`src/design/prsl_consts.svh`:
```
// Constants for the pin routing select and lock block
`ifndef PRSL_CONSTS_SVH
`define PRSL_CONSTS_SVH
`define PRSL_KEY_FIRST 8'h55
`define PRSL_KEY_SECOND 8'haa
`define PRSL_LOCK_BIT 0
`define PRSL_SEL_W 8
`define PRSL_OUT_SEL_RST 8'h00
`define PRSL_IN_SEL_RST 8'h00
`define PRSL_LOCK_RST 1'b0
`define PRSL_PICK_W 64
`endif

```
`src/design/prsl_pkg.sv`:
```
// Types and helpers shared by the pin routing select and lock block
package prsl_pkg;
  // Which selection register a write targets
  typedef enum logic [1:0] {PRSL_TGT_LOCK, PRSL_TGT_OUT, PRSL_TGT_IN} prsl_tgt_e;
  // Keyed unlock sequence progress
  typedef enum logic [1:0] {PRSL_SEQ_IDLE, PRSL_SEQ_KEY1, PRSL_SEQ_ARMED} prsl_seq_e;
  // One-shot lock budget since the last device reset
  typedef enum logic [1:0] {PRSL_OS_FRESH, PRSL_OS_CLEARED, PRSL_OS_SPENT} prsl_os_e;
  // Input buffer kind chosen for a pin
  typedef enum logic [1:0] {PRSL_BUF_TTL, PRSL_BUF_SCHMITT, PRSL_BUF_I2C} prsl_buf_e;
  // One software write
  typedef struct packed {
    logic en;
    prsl_tgt_e tgt;
    logic [7:0] idx;
    logic [7:0] data;
  } prsl_wr_s;
  // Per-pin output path result
  typedef struct packed {
    logic out;
    logic oe;
    prsl_buf_e buf_kind;
  } prsl_pin_s;

  // Bit pick with zero for any index past the vector
  function automatic logic prsl_pick(input logic [63:0] v, input logic [7:0] i);
    logic r;
    r = 1'b0;
    if (i < 8'h40) r = v[i[5:0]];
    return r;
  endfunction : prsl_pick
endpackage : prsl_pkg

```
`src/design/prsl_pin_slice.sv`:
```
// One pin's output source mux, driver ownership and buffer choice
`timescale 1ns/1ps
`include "prsl_consts.svh"
module prsl_pin_slice import prsl_pkg::*; #(
  parameter int N_SRC = 16
) (
  input wire logic i_clk,
  input wire logic i_arst_n,
  input wire logic [`PRSL_SEL_W-1:0] i_sel,
  input wire logic [N_SRC-1:0] i_src,
  input wire logic [N_SRC-1:0] i_src_oe,
  input wire logic [N_SRC-1:0] i_src_ovr,
  input wire logic i_dir_input,
  input wire logic i_thresh_st,
  input wire logic i_i2c_here,
  output prsl_pin_s o_pin
);
  prsl_pin_s pin_d;
  prsl_pin_s pin_q;
  logic ovr;

  // ----------------------------------------------------------------
  // Output path
  // ----------------------------------------------------------------
  // Same source list on every pin; out-of-range codes drive low
  always_comb begin
    ovr = prsl_pick(`PRSL_PICK_W'(i_src_ovr), i_sel);
    pin_d.out = prsl_pick(`PRSL_PICK_W'(i_src), i_sel);
    // Direction owns the driver unless the source claims it
    if (ovr) begin
      pin_d.oe = prsl_pick(`PRSL_PICK_W'(i_src_oe), i_sel);
    end else begin
      pin_d.oe = ~i_dir_input;
    end
    // Dedicated pins only; elsewhere the threshold setting stands
    if (i_i2c_here) begin
      pin_d.buf_kind = PRSL_BUF_I2C;
    end else if (i_thresh_st) begin
      pin_d.buf_kind = PRSL_BUF_SCHMITT;
    end else begin
      pin_d.buf_kind = PRSL_BUF_TTL;
    end
  end

  // Registered so the pad sees glitch-free data
  always_ff @(posedge i_clk or negedge i_arst_n) begin
    if (!i_arst_n) begin
      pin_q <= '0;
    end else begin
      pin_q <= pin_d;
    end
  end

  assign o_pin = pin_q;
endmodule : prsl_pin_slice

```
`src/design/prsl_top.sv`:
```
// Pin routing fabric: per-pin output select, per-input select, keyed lock
// Function
// - Every pin has its own output source select, same source list for all.
// - Pin direction control owns the output driver for ordinary sources.
// - I2C and synchronous serial sources override direction with their own enable.
// - I2C buffers only on four dedicated pins; elsewhere threshold setting applies.
// - Lock bit set blocks every input and output selection change.
// - Lock bit change needs 0x55, then 0xAA, then the lock write.
// - One-shot option allows one clear then one set per device reset.
// - Sleep entry and exit leave all selections untouched.
// - Power-on reset restores defaults and unlock; other resets keep selections.
// - Only digital signals pass the fabric; analog stays on its pins.
// - Every peripheral input has its own select with identical pin choices.
`timescale 1ns/1ps
`include "prsl_consts.svh"
module prsl_top import prsl_pkg::*; #(
  parameter int N_PINS = 8,
  parameter int N_SRC = 16,
  parameter int N_PIN_IN = 8,
  parameter int I2C_CLK_IN = 0,
  parameter int I2C_DAT_IN = 1,
  parameter logic [N_PINS-1:0] I2C_PIN_MASK = 8'h0f
) (
  input wire logic I_CLK,
  input wire logic I_ARST_N,
  input wire logic i_DEV_RST,
  input wire logic i_SLEEP,
  input wire logic i_ONE_SHOT_OPT,
  input wire prsl_wr_s i_WR,
  input wire logic [N_SRC-1:0] i_SRC,
  input wire logic [N_SRC-1:0] i_SRC_OE,
  input wire logic [N_SRC-1:0] i_SRC_OVR,
  input wire logic [N_PINS-1:0] i_DIR_INPUT,
  input wire logic [N_PINS-1:0] i_THRESH_ST,
  input wire logic i_I2C_MODE,
  input wire logic [N_PINS-1:0] i_PIN_IN,
  output prsl_pin_s [N_PINS-1:0] o_PIN,
  output logic [N_PIN_IN-1:0] o_PERIPH_IN,
  output logic o_LOCKED,
  output logic o_SEQ_ARMED,
  output logic o_WR_REFUSED
);
  // ----------------------------------------------------------------
  // State
  // ----------------------------------------------------------------
  logic [`PRSL_SEL_W-1:0] out_sel_q [N_PINS];
  logic [`PRSL_SEL_W-1:0] out_sel_d [N_PINS];
  logic [`PRSL_SEL_W-1:0] in_sel_q [N_PIN_IN];
  logic [`PRSL_SEL_W-1:0] in_sel_d [N_PIN_IN];
  logic locked_q;
  logic locked_d;
  prsl_seq_e seq_q;
  prsl_seq_e seq_d;
  prsl_os_e os_q;
  prsl_os_e os_d;
  logic refused_q;
  logic refused_d;
  logic [N_PINS-1:0] pin_meta_q;
  logic [N_PINS-1:0] pin_sync_q;
  logic [N_PIN_IN-1:0] periph_q;
  logic [N_PIN_IN-1:0] periph_d;
  logic lock_wr;
  logic lock_ok;
  logic new_lock;

  // ----------------------------------------------------------------
  // Pin input synchroniser
  // ----------------------------------------------------------------
  // Pads are asynchronous; nothing reads the first stage but the second
  always_ff @(posedge I_CLK or negedge I_ARST_N) begin
    if (!I_ARST_N) begin
      pin_meta_q <= '0;
      pin_sync_q <= '0;
    end else begin
      pin_meta_q <= i_PIN_IN;
      pin_sync_q <= pin_meta_q;
    end
  end

  // ----------------------------------------------------------------
  // Key sequence and lock
  // ----------------------------------------------------------------
  // A lock write only counts right after the two keys
  always_comb begin
    seq_d = seq_q;
    locked_d = locked_q;
    os_d = os_q;
    lock_wr = i_WR.en && (i_WR.tgt == PRSL_TGT_LOCK);
    new_lock = i_WR.data[`PRSL_LOCK_BIT];
    // One-shot option caps changes at one clear and one set
    lock_ok = !i_ONE_SHOT_OPT || (os_q != PRSL_OS_SPENT);
    if (i_WR.en) begin
      // Every write moves the sequence; strays drop it
      seq_d = PRSL_SEQ_IDLE;
      if (lock_wr && i_WR.data == `PRSL_KEY_FIRST) begin
        seq_d = PRSL_SEQ_KEY1;
      end else if (lock_wr && seq_q == PRSL_SEQ_KEY1 && i_WR.data == `PRSL_KEY_SECOND) begin
        seq_d = PRSL_SEQ_ARMED;
      end else if (lock_wr && seq_q == PRSL_SEQ_ARMED && lock_ok) begin
        locked_d = new_lock;
        if (i_ONE_SHOT_OPT && new_lock != locked_q) begin
          os_d = new_lock ? PRSL_OS_SPENT : PRSL_OS_CLEARED;
        end
      end
    end
    // Non-power-on reset rearms budget, keeps lock and selections
    if (i_DEV_RST) begin
      seq_d = PRSL_SEQ_IDLE;
      os_d = PRSL_OS_FRESH;
    end
  end

  // Async reset is power-on: the only reset that unlocks
  always_ff @(posedge I_CLK or negedge I_ARST_N) begin
    if (!I_ARST_N) begin
      locked_q <= `PRSL_LOCK_RST;
      seq_q <= PRSL_SEQ_IDLE;
      os_q <= PRSL_OS_FRESH;
    end else begin
      locked_q <= locked_d;
      seq_q <= seq_d;
      os_q <= os_d;
    end
  end

  // ----------------------------------------------------------------
  // Write decode
  // ----------------------------------------------------------------
  // Shared by both tables; an index past the table matches no slot
  function automatic logic idx_hit(input logic [7:0] idx, input int slot);
    return idx == 8'(slot);
  endfunction : idx_hit

  // ----------------------------------------------------------------
  // Selection registers
  // ----------------------------------------------------------------
  // Writes land only while unlocked; sleep has no path here at all
  always_comb begin
    out_sel_d = out_sel_q;
    in_sel_d = in_sel_q;
    refused_d = 1'b0;
    if (i_WR.en && i_WR.tgt != PRSL_TGT_LOCK) begin
      if (locked_q) begin
        refused_d = 1'b1;
      end else if (i_WR.tgt == PRSL_TGT_OUT) begin
        for (int p = 0; p < N_PINS; p++) begin
          if (idx_hit(i_WR.idx, p)) out_sel_d[p] = i_WR.data;
        end
      end else begin
        for (int k = 0; k < N_PIN_IN; k++) begin
          if (idx_hit(i_WR.idx, k)) in_sel_d[k] = i_WR.data;
        end
      end
    end
  end

  // Only power-on restores defaults
  always_ff @(posedge I_CLK or negedge I_ARST_N) begin
    if (!I_ARST_N) begin
      for (int p = 0; p < N_PINS; p++) out_sel_q[p] <= `PRSL_OUT_SEL_RST;
      for (int k = 0; k < N_PIN_IN; k++) in_sel_q[k] <= `PRSL_IN_SEL_RST;
      refused_q <= 1'b0;
    end else begin
      out_sel_q <= out_sel_d;
      in_sel_q <= in_sel_d;
      refused_q <= refused_d;
    end
  end

  // ----------------------------------------------------------------
  // Input routing
  // ----------------------------------------------------------------
  // Each peripheral input picks any pin; codes past the pins read low
  always_comb begin
    for (int k = 0; k < N_PIN_IN; k++) begin
      periph_d[k] = prsl_pick(`PRSL_PICK_W'(pin_sync_q), in_sel_q[k]);
    end
  end

  always_ff @(posedge I_CLK or negedge I_ARST_N) begin
    if (!I_ARST_N) begin
      periph_q <= '0;
    end else begin
      periph_q <= periph_d;
    end
  end

  // ----------------------------------------------------------------
  // Output routing, one slice per pin
  // ----------------------------------------------------------------
  // I2C buffer only when the pin is dedicated and carries I2C input;
  // software is expected to aim both directions at that same pin
  for (genvar p = 0; p < N_PINS; p++) begin : g_pin
    logic i2c_here;
    assign i2c_here = i_I2C_MODE && I2C_PIN_MASK[p] &&
      (in_sel_q[I2C_CLK_IN] == 8'(p) || in_sel_q[I2C_DAT_IN] == 8'(p));
    prsl_pin_slice #(
      .N_SRC(N_SRC)
    ) u_slice (
      .i_clk(I_CLK),
      .i_arst_n(I_ARST_N),
      .i_sel(out_sel_q[p]),
      .i_src(i_SRC),
      .i_src_oe(i_SRC_OE),
      .i_src_ovr(i_SRC_OVR),
      .i_dir_input(i_DIR_INPUT[p]),
      .i_thresh_st(i_THRESH_ST[p]),
      .i_i2c_here(i2c_here),
      .o_pin(o_PIN[p])
    );
  end

  // Status outputs
  assign o_PERIPH_IN = periph_q;
  assign o_LOCKED = locked_q;
  assign o_SEQ_ARMED = (seq_q == PRSL_SEQ_ARMED);
  assign o_WR_REFUSED = refused_q;
endmodule : prsl_top

```
`config.mk`:
```
export PLATFORM = sky130hd
export DESIGN_NAME = prsl_top
export DESIGN_NICKNAME = d
export VERILOG_FILES = /design/src/design/prsl_pkg.sv /design/src/design/prsl_pin_slice.sv /design/src/design/prsl_top.sv
export VERILOG_INCLUDE_DIRS = /design/src /design/src/design
export SDC_FILE = /design/constraint.sdc
export NUM_CORES = 1
export LEC_CHECK = 0
export ABC_CLOCK_PERIOD_IN_PS = 3200
export BUFFER_PORTS_ARGS = -buffer_cell sky130_fd_sc_hd__buf_2
export CORE_ASPECT_RATIO = 2
export CORE_MARGIN = 3
export CORE_UTILIZATION = 40
export DETAILED_ROUTE_END_ITERATION = 10
export PLACE_DENSITY = 0.65
export SLEW_MARGIN = 20
export SYNTH_ARGS = -nofsm -noshare
export SYNTH_HDL_FRONTEND = slang
export SYNTH_SLANG_ARGS = --single-unit
```
`constraint.sdc`:
```
create_clock -name I_CLK -period 3.2 [get_ports I_CLK]
set_clock_uncertainty 0.05 [all_clocks]
set_input_delay 0.32 -clock I_CLK [delete_from_list [all_inputs] [get_ports I_CLK]]
set_output_delay 0.32 -clock I_CLK [all_outputs]
set_load 0.02 [all_outputs]
```
==> out/qor.yml, run 1 <==
detailed_routing:
  wl_per_cell_um: 24.8
  vias: 7980
  drt_iter0_drc: 443
  wirelength_mm: 33.3
  dr.pass1.iters: 5
  drtAntennaViolNets: 0
  viasPerCell: 5.94
  drc: 0
synth:
  synth_edf_count: 0
  synth_area_leaders: "dfrtp_1, mux2_2, mux2i_1"
  synth_cell_types: 52
  yosys.area.top_type: "dfrtp_1"
  syn-cell-area_um2: 11000
  ys_seq_elements: 186
  async_flop_share_pct: 100
  synthMostInstantiatedCell: "dfrtp_1"
  ys_top_cells_by_count: "dfrtp_1, mux2i_1, mux2_2"
  ys.flop_type: "dfrtp_1"
  synthCells: 869
  ys_seq_area_share_pct: 42.4
  yosys_warnings: 0
  avgSynthCellArea_um2: 12.6
  synth_top_area_share_pct: 42.4
global_route:
  grt_max_degree: 86
  top_usage_layer: "met2"
  grt_antenna_before_repair: 3
  grt_pass1_vias: 8322
  grtUsageMet3_pct: 4.05
  use_met2_pct: 42.0
  grt-ovfl-total: 0
  grt_usage_pct: 22.9
  grt_first_pass_wirelength_mm: 49.8
  use_met1_pct: 23.7
clock_tree:
  root_buffer: "clkbuf_16"
  cts_sinks: 186
  h-tree-depth: 4
  worstSkewPairLatency_ns: 0.44
  clock_path_buffers: 2
  cts_tree: "built"
  cts_resized: 0
  cts-buffers-inserted: 17
  path_clk_slew_ns: 0.08
status:
  status: "finished, final reports clean"
floorplanning:
  fp.dieArea_um2: 29600
  die_h_um: 240
  pin_count: 140
  start_util_pct: 40.7
  rows: 85
  core_area_um2: 27000
  die_w_um: 123
sta:
  rsz0062_at_grt: "no"
  tightest_slew_ns: 0.741
  period_minus_slack_ns: 2.29
  hold_violations: 0
  setup_ws_ns: 0.909
  slew_headroom_pct: 50.2
  tns_ns: 0
  finalCritPeriodShare_pct: 71.6
  finalSetupViolations: 0
  fmax_ghz: 0.437
  drv_slew: 0
place:
  portBuffers: 134
  place_ws_ns: 0.726
  dp.cells: 1292
  place_congestion: 0.955
  hpwl_mm: 23.9
  placed_area_um2: 11800
critical_path:
  cp_max_fo: 12
  crit_arrival_ns: 2.55
  critical_path_class: "flop to flop"
  cp-end-kind: "flop"
  critPathLaunchType: "flop"
  crit_required_ns: 3.46
power_and_ir_drop:
  peakVddDrop_mv: 0.284
  p_total_mw: 5.33
  p_leak_nw: 5.45
  power_density_nw_per_um2: 423
run:
  drv_cap: 0
layout:
  drive_above_1_share_pct: 38.7
  nets: 1078
  instances_no_fill: 1344
  regArea_um2: 4650
  stdcell_area_um2: 12600
  area_growth_pct: 14.7
  fillers: 2547
  multiInputGateArea_um2: 5920
worst_hold_path:
  min_path_type: "input port to flop"
## registers in the layout, summed over array words and instances (netlist names)
signal,count
o_PERIPH_IN,8
out_sel_q,64
o_LOCKED,1
g_pin.u_slice.o_pin,28
os_q,2
pin_sync_q,8
seq_q,2
pin_meta_q,8
o_WR_REFUSED,1
in_sel_q,64
## worst paths after layout
path	cells after the start	to	startpoint	slack [ns]
min reg2reg	0	pin_sync_q[7]	pin_meta_q[7]	0.30
max reg2reg	5	g_pin[3].u_slice.o_pin[2]	out_sel_q[32]	0.91
max	5	g_pin[3].u_slice.o_pin[2]	out_sel_q[32]	0.91
min	2	seq_q[1]	i_DEV_RST	0.04
min in group asynchronous	2	g_pin[3].u_slice.o_pin[2]	I_ARST_N	0.42
max in group asynchronous	3	out_sel_q[20]	I_ARST_N	1.82
## repair_timing
| action | CTS | global route |
|---|---|---|
| buffers inserted | 0 | 0 |
| endpoints found under the hold margin | 100 | 0 |
| setup endpoints to repair | 0 | 0 |
| hold buffers | 18 | 0 |
## cells by family (layout without fill, tap and decap cells)
group	after synthesis	after routing	share of synthesized area, %
and+or+nand+nor	188	188	9.91
other	1	6	0.0341
buffers and inverters	82	204	3.82
DFF	186	186	42.4
muxes	320	320	37.3
AOI/OAI and AO/OA	91	91	6.43
xor gates and xnor gates	1	1	0.0798
## per-stage QoR
stage	hold WS (ns)	util (%)
2_1_floorplan	-0.0256	-
3_3_place_gp	0.286	43.8
3_5_place_dp	0.286	43.8
4_1_cts	0.0101	46.6
5_1_grt	0.0341	46.6
6_report	0.0425	46.6
## metal layers
layer	wire, um	share of wire (%)	vias up
met1	11400	34	4032
met3	1620	4.9	120
met4	2150	6.5	0
met2	18200	55	307
li1	-	-	3521
met5	0	0	-
## area by class of cell
cell class / instances / area share, %
multi-input combinational: 604 / 47.0
sequential: 186 / 36.9
timing repair buffer: 162 / 7.62
tap: 348 / 3.46
clock buffer: 18 / 3.41
clock inverter: 14 / 1.27
inverter: 10 / 0.298
antenna: 2 / 0.0397
## placed cells by master, fill, tap and decap left out, types with 17 or more instances in the layout
| cell | count |
|---|---|
| mux2_2 | 126 |
| nor2b_1 | 37 |
| mux2i_1 | 130 |
| nand3_1 | 18 |
| nand2_1 | 38 |
| dfrtp_1 | 186 |
| dlygate4sd3_1 | 18 |
| a22oi_1 | 25 |
| mux4_2 | 56 |
| buf_2 | 133 |
| clkbuf_16 | 17 |
## power by group
part / total, mW / leakage (nW) / internal, mW / switching, mW
Clock: 2.14 / 0.291 / 1.17 / 0.965
Combinational: 0.711 / 2.68 / 0.286 / 0.425
Sequential: 2.48 / 2.48 / 2.42 / 0.0575
## worst max-delay path: stages (launching register included)
cell	delay [ns]
dfrtp_1	0.75
mux2i_1	0.15
a22o_1	0.25
a2111oi_0	0.46
a22oi_1	0.16
mux2i_1	0.33
(Power assumes the default switching activity.)
==> run 2: changes to the inputs <==
ABC_CLOCK_PERIOD_IN_PS = 2350   (was 3200)
clock period = 2.35 ns   (was 3.2 ns; I/O delays follow)
==> run 2 against run 1 <==
  * First-iteration DRC count is 63% higher
  * Hold slack worse by 0.0064 ns
  * Critical path depth up 2
  * Sequential share of layout area is 0.70 points lower
  * Combinational power grew 40%
  * Critical endpoint is now in_sel_q[26]
  * Highest routed layer unchanged
==> out/qor.yml, run 2 (same netlist as run 1, synthesis figures left out) <==
sta:
  fmax_ghz: 0.469
  tightest_slew_ns: 0.710  # -0.0308 ns
  finalSetupViolations: 0  # unchanged
  period_minus_slack_ns: 2.13
  whs_ns: 0.0361  # -0.00641 ns
  hold_violations: 0  # unchanged
  slew_headroom_pct: 52.2  # +2.1 points
  drv_slew: 0  # unchanged
  rsz0062_at_grt: "no"
  finalCritPeriodShare_pct: 90.7
  tns_ns: 0  # unchanged
  setup_ws_ns: 0.218  # -0.691 ns
critical_path:
  crit_arrival_ns: 2.41  # -0.14 ns
  crit_required_ns: 2.63  # -0.83 ns
  critPathLaunchType: "input port"
  r2r_slack_ns: 0.23  # -0.68 ns
  r2r_cells: 4  # -1
  cp_max_fo: 8  # -4
  r2r-end: "g_pin[3].u_slice.o_pin[3]"
  r2r-start: "out_sel_q[32]"
  critical_path_class: "input port to flop"
  cp-end-kind: "flop"
power_and_ir_drop:
  p_int_mw: 5.13  # +32%
  p_sw_mw: 2.06  # +43%
  p_sw_share_pct: 28.7  # +1.5 points
  p_total_mw: 7.19  # +35%
  clkPwrFrac_pct: 39.2  # -0.9 points
  power_density_nw_per_um2: 560  # +32%
  p_seq_share_pct: 47.0  # +0.4 points
  p_leak_nw: 5.57  # +2.3%
  combPwrFrac_pct: 13.9  # +0.6 points
  peakVddDrop_mv: 0.722  # +150%
floorplanning:
  pin_count: 140  # unchanged
  fp.dieArea_um2: 29600  # unchanged
  start_util_pct: 40.7  # unchanged
  core_area_um2: 27000  # unchanged
  die_w_um: 123  # unchanged
  rows: 85  # unchanged
  die_h_um: 240  # unchanged
global_route:
  grt_max_degree: 65  # -24%
  grt_antenna_before_repair: 1  # -2
  grt_usage_pct: 23.1  # +0.22 points
  grt_pass1_vias: 8611  # +3.5%
  grt_first_pass_wirelength_mm: 50.8  # +2.0%
  grt-ovfl-total: 0  # unchanged
worst_hold_path:
  whs_path_depth: 2  # unchanged
  min_path_type: "input port to flop"
  hold_start: "i_DIR_INPUT[3]"
  holdPathEnd: "g_pin[3].u_slice.o_pin[2]"
place:
  portBuffers: 134  # unchanged
  place_ws_ns: 0.0355  # -0.691 ns
  place_congestion: 0.985  # +3.0%
  placed_area_um2: 12000  # +1.5%
  hpwl_mm: 24.2  # +1.1%
run:
  drv_cap: 0  # unchanged
clock_tree:
  cts_sinks: 186  # unchanged
  cts_setup_buffers: 0  # unchanged
  ctsHoldBuffers: 26  # +8
  cts-buffers-inserted: 17  # unchanged
  cts_tree: "built"
  cts_resized: 0  # unchanged
  path_clk_slew_ns: 0.08  # about the same
  worstSkewPairLatency_ns: 0.44  # about the same
  clock_path_buffers: 2  # unchanged
  h-tree-depth: 4  # unchanged
  root_buffer: "clkbuf_16"
layout:
  multiInputGateArea_um2: 5920  # unchanged
  drive_above_1_share_pct: 39.6  # +0.88 points
  layout_common_cells: "dfrtp_1, buf_2, mux2i_1"
  nets: 1104  # +2.4%
  regArea_um2: 4650  # unchanged
  mostFrequentLayoutCell: "dfrtp_1"
  stdcell_area_um2: 12800  # +1.9%
  fillers: 2479  # -2.7%
  area_growth_pct: 17.0
detailed_routing:
  wl_per_cell_um: 24.5  # -1.2%
  wirelength_mm: 33.5  # +0.69%
  dr.pass1.iters: 5  # unchanged
  viasPerCell: 6.04  # +1.8%
  drc: 0  # unchanged
  drtAntennaViolNets: 0  # unchanged
  vias: 8277  # +3.7%
  drt_iter0_drc: 720  # +63%
status:
  status: "finished, final reports clean"
run 2: changes by cell type in the layout (fill, tap and decap cells not counted), sizes merged:
| cell | previous run | this run |
|---|---|---|
| bufinv | 2 | 0 |
| clkbuf | 19 | 18 |
| inv | 16 | 18 |
| dlygate4sd3 | 18 | 26 |
| buf | 143 | 161 |
| clkinv | 5 | 6 |
run 2: cell type report:
cell class	instances	share of cell area, %
antenna	2	0.0390
clock buffer	17	3.31
clock inverter	15	1.21
inverter	10	0.292
multi-input combinational	604	46.1
sequential	186	36.2
tap	348	3.39
timing repair buffer	188	9.44
run 2: how the worst max path moves through the flow:
stage / cells past startpoint / start / end
2_1_floorplan: 5 / out_sel_q[16] / g_pin[5].u_slice.o_pin[3]
5_1_grt: 6 / out_sel_q[0] / g_pin[7].u_slice.o_pin[2]
6_report: 7 / i_WR[18] / in_sel_q[26]
3_5_place_dp: 6 / i_WR[13] / in_sel_q[26]
4_1_cts: 4 / out_sel_q[32] / g_pin[3].u_slice.o_pin[3]
3_3_place_gp: 6 / i_WR[13] / in_sel_q[24]
run 2: layer usage:
layer	global-route usage, %	up-vias	routed length, um
met5	0	-	0
met4	16.5	0	2750
met3	3.98	160	1960
met2	41.7	390	17800
met1	23.4	4151	11000
li1	-	3576	-
run 2: metrics by stage:
stage                     utilization, %  std cells
final                               47.5       1370
after detailed placement            44.4       1310
after CTS                           47.5       1368
after global routing                47.5       1369
after global placement              44.4       1310
after floorplan                        -        872
run 2: power by group through the flow:
| stage | sequential (mW) | clock (mW) | combinational (mW) |
|---|---|---|---|
| after detailed placement | 3.44 | 0 | 0.955 |
| after CTS | 3.38 | 2.91 | 0.992 |
| after floorplan | 3.46 | 0 | 0.476 |
| after global placement | 3.44 | 0 | 0.948 |
| after global routing | 3.39 | 3.04 | 1.06 |
| final | 3.38 | 2.82 | 0.997 |
run 2: critical path, cell delays in order:
cell           delay, ns
dlygate4sd3_1       0.54
buf_2               0.15
inv_1               0.06
nor2_1              0.30
nand4_4             0.17
or3_1               0.56
mux2_4              0.38
==> run 3: changes to the inputs <==
CORE_UTILIZATION = 59   (was 40)
PLACE_DENSITY = 0.87   (was 0.65)
==> run 3 against run 2 <==
  * Maximum frequency decreased by 4.5%
  * Global-route usage up 11 points
  * Sequential share of layout area rose by 0.42 points
  * Worst setup slack got worse by 0.10 ns
  * Clock-buffer cell count stayed put
  * Utilization increased by 22 points
  * Hold slack lost 0.0011 ns
  * Die area fell by 31%
  * Non-clock buffer count is the same
  * Sequential power about the same
  * Critical path type is now flop to flop
  * Largest power group unchanged
==> out/qor.yml, run 3 (same netlist as run 1, synthesis figures left out) <==
detailed_routing:
  viasPerCell: 6.90  # +14%
  dr.pass1.iters: 5  # unchanged
  wl_per_cell_um: 27.1  # +11%
  wirelength_mm: 33.5  # unchanged
  drt_iter0_drc: 570  # -21%
  drtAntennaViolNets: 0  # unchanged
  drc: 0  # unchanged
  vias: 8547  # +3.3%
layout:
  nets: 1104  # unchanged
  drive_above_1_share_pct: 40.1  # +0.49 points
  area_growth_pct: 15.6
  final_core_util_pct: 69.4  # +22 points
  stdcell_area_um2: 12700  # -1.2%
  mostFrequentLayoutCell: "dfrtp_1"
  layout_common_cells: "dfrtp_1, buf_2, mux2i_1"
power_and_ir_drop:
  p_sw_mw: 2.02  # -2.3%
  peakVddDrop_mv: 0.551  # -24%
  combPwrFrac_pct: 14.2  # +0.3 points
  p_seq_share_pct: 46.7  # -0.3 points
  p_leak_nw: 5.59  # +0.32%
  p_total_mw: 7.24  # +0.60%
  p_sw_share_pct: 27.9  # -0.82 points
  power_density_nw_per_um2: 570  # +1.8%
  clkPwrFrac_pct: 39.2  # about the same
  p_int_mw: 5.22  # +1.8%
global_route:
  grtUsageMet3_pct: 12.0  # +8.0 points
  grt-ovfl-total: 0  # unchanged
  use_met1_pct: 34.7  # +11 points
  grt_pass1_vias: 9127  # +6.0%
  top_usage_layer: "met2"
  use_met2_pct: 55.1  # +13 points
  grt_first_pass_wirelength_mm: 51.1  # +0.64%
  grt_max_degree: 79  # +22%
  grt_antenna_before_repair: 2  # +1
  grt_usage_pct: 34.4  # +11 points
clock_tree:
  h-tree-depth: 4  # unchanged
  path_clk_slew_ns: 0.07  # about the same
  cts_setup_buffers: 0  # unchanged
  cts_tree: "built"
  cts_sinks: 186  # unchanged
  cts-buffers-inserted: 17  # unchanged
  worstSkewPairLatency_ns: 0.43  # about the same
  clock_path_buffers: 2  # unchanged
  root_buffer: "clkbuf_16"
critical_path:
  crit_arrival_ns: 2.49  # +0.08 ns
  critPathSlowestCell: "or4_4"
  crit_family: "simple AND/OR/NAND/NOR gates"
  critPathLaunchType: "flop"
  crit_required_ns: 2.61  # -0.02 ns
  path_cells: "or4_4 -> nor3_4 -> nand2_1 -> o22ai_2 -> a21boi_0 -> dlygate4sd3_1"
  cp_max_fo: 3  # -5
  crit_buf_inv: 1  # -2
  critical_path_class: "flop to flop"
  cp-end-kind: "flop"
  slowest_delay_ns: 0.57  # about the same
floorplanning:
  die_h_um: 199  # -17%
  pin_count: 140  # unchanged
  core_area_um2: 18300  # -32%
  start_util_pct: 60.0  # +19 points
  rows: 70  # -18%
  die_w_um: 102  # -17%
  fp.dieArea_um2: 20400  # -31%
place:
  place_congestion: 1.05  # +6.5%
  placed_area_um2: 11800  # -1.4%
  hpwl_mm: 22.5  # -7.0%
  portBuffers: 134  # unchanged
sta:
  slew_headroom_pct: 55.1  # +2.9 points
  finalCritPeriodShare_pct: 95.0  # +4.3 points
  fmax_ghz: 0.448  # -4.5%
  hold_violations: 0  # unchanged
  tightest_slew_ns: 0.667  # -0.0429 ns
  finalSetupViolations: 0  # unchanged
  tns_ns: 0  # unchanged
  period_minus_slack_ns: 2.23  # +0.101 ns
  rsz0062_at_grt: "no"
  drv_slew: 0  # unchanged
run:
  drv_cap: 0  # unchanged
worst_hold_path:
  min_path_type: "input port to flop"
status:
  status: "finished, final reports clean"
## run 3: tightest hold or removal path, stage by stage
cell and delay (ns):
buf_2 0.08, and3_1 0.13, a31oi_1 0.04
## run 3: worst paths after layout
| check | start | endpoint | slack [ns] | cells after the start |
|---|---|---|---|---|
| setup / recovery | in_sel_q[60] | g_pin[2].u_slice.o_pin[0] | 0.12 | 6 |
| hold / removal | i_DIR_INPUT[6] | g_pin[6].u_slice.o_pin[2] | 0.03 | 3 |
| setup reg to reg | in_sel_q[60] | g_pin[2].u_slice.o_pin[0] | 0.12 | 6 |
| hold reg to reg | pin_meta_q[6] | pin_sync_q[6] | 0.30 | 0 |
| max in group asynchronous | I_ARST_N | o_PERIPH_IN[5] | 1.19 | 3 |
| min in group asynchronous | I_ARST_N | g_pin[2].u_slice.o_pin[2] | 0.35 | 2 |
## run 3: power by group through the flow
stage	Sequential [mW]	Clock [mW]	Combinational [mW]
after floorplan	3.46	0	0.476
after global placement	3.43	0	0.921
after detailed placement	3.43	0	0.939
after CTS	3.37	2.88	0.977
after global routing	3.39	3.03	1.08
final	3.38	2.83	1.02
## run 3: area by class of cell
| cell class | count | area [um^2] |
|---|---|---|
| inverter | 10 | 37.5 |
| sequential | 186 | 4650 |
| timing repair buffer | 188 | 1200 |
| clock buffer | 17 | 425 |
| tap | 216 | 270 |
| multi-input combinational | 604 | 5950 |
| clock inverter | 15 | 160 |
| fill | 1270 | 5610 |
| antenna | 2 | 5.00 |
## run 3: metrics by stage
stage	cells	hold WS (ns)	setup WS (ns)
after floorplan	872	-0.111	0.334
final	1238	0.0350	0.117
after global placement	1179	0.251	0.120
after CTS	1236	0.0247	0.0400
after detailed placement	1179	0.261	0.0524
after global routing	1237	0.0499	0.00511
## run 3: layer usage
metal | share of wire, % | wire length [um]
met5 | 0.039 | 13
met4 | 10 | 3470
met3 | 10 | 3370
met2 | 49 | 16500
met1 | 31 | 10200
## run 3: repair_timing
| item | 4_1_cts | 5_1_grt |
|---|---|---|
| resized for setup | 0 | 5 |
| endpoints found under the setup margin | 0 | 1 |
| endpoints found under the hold margin | 102 | 0 |
| hold buffers | 25 | 0 |
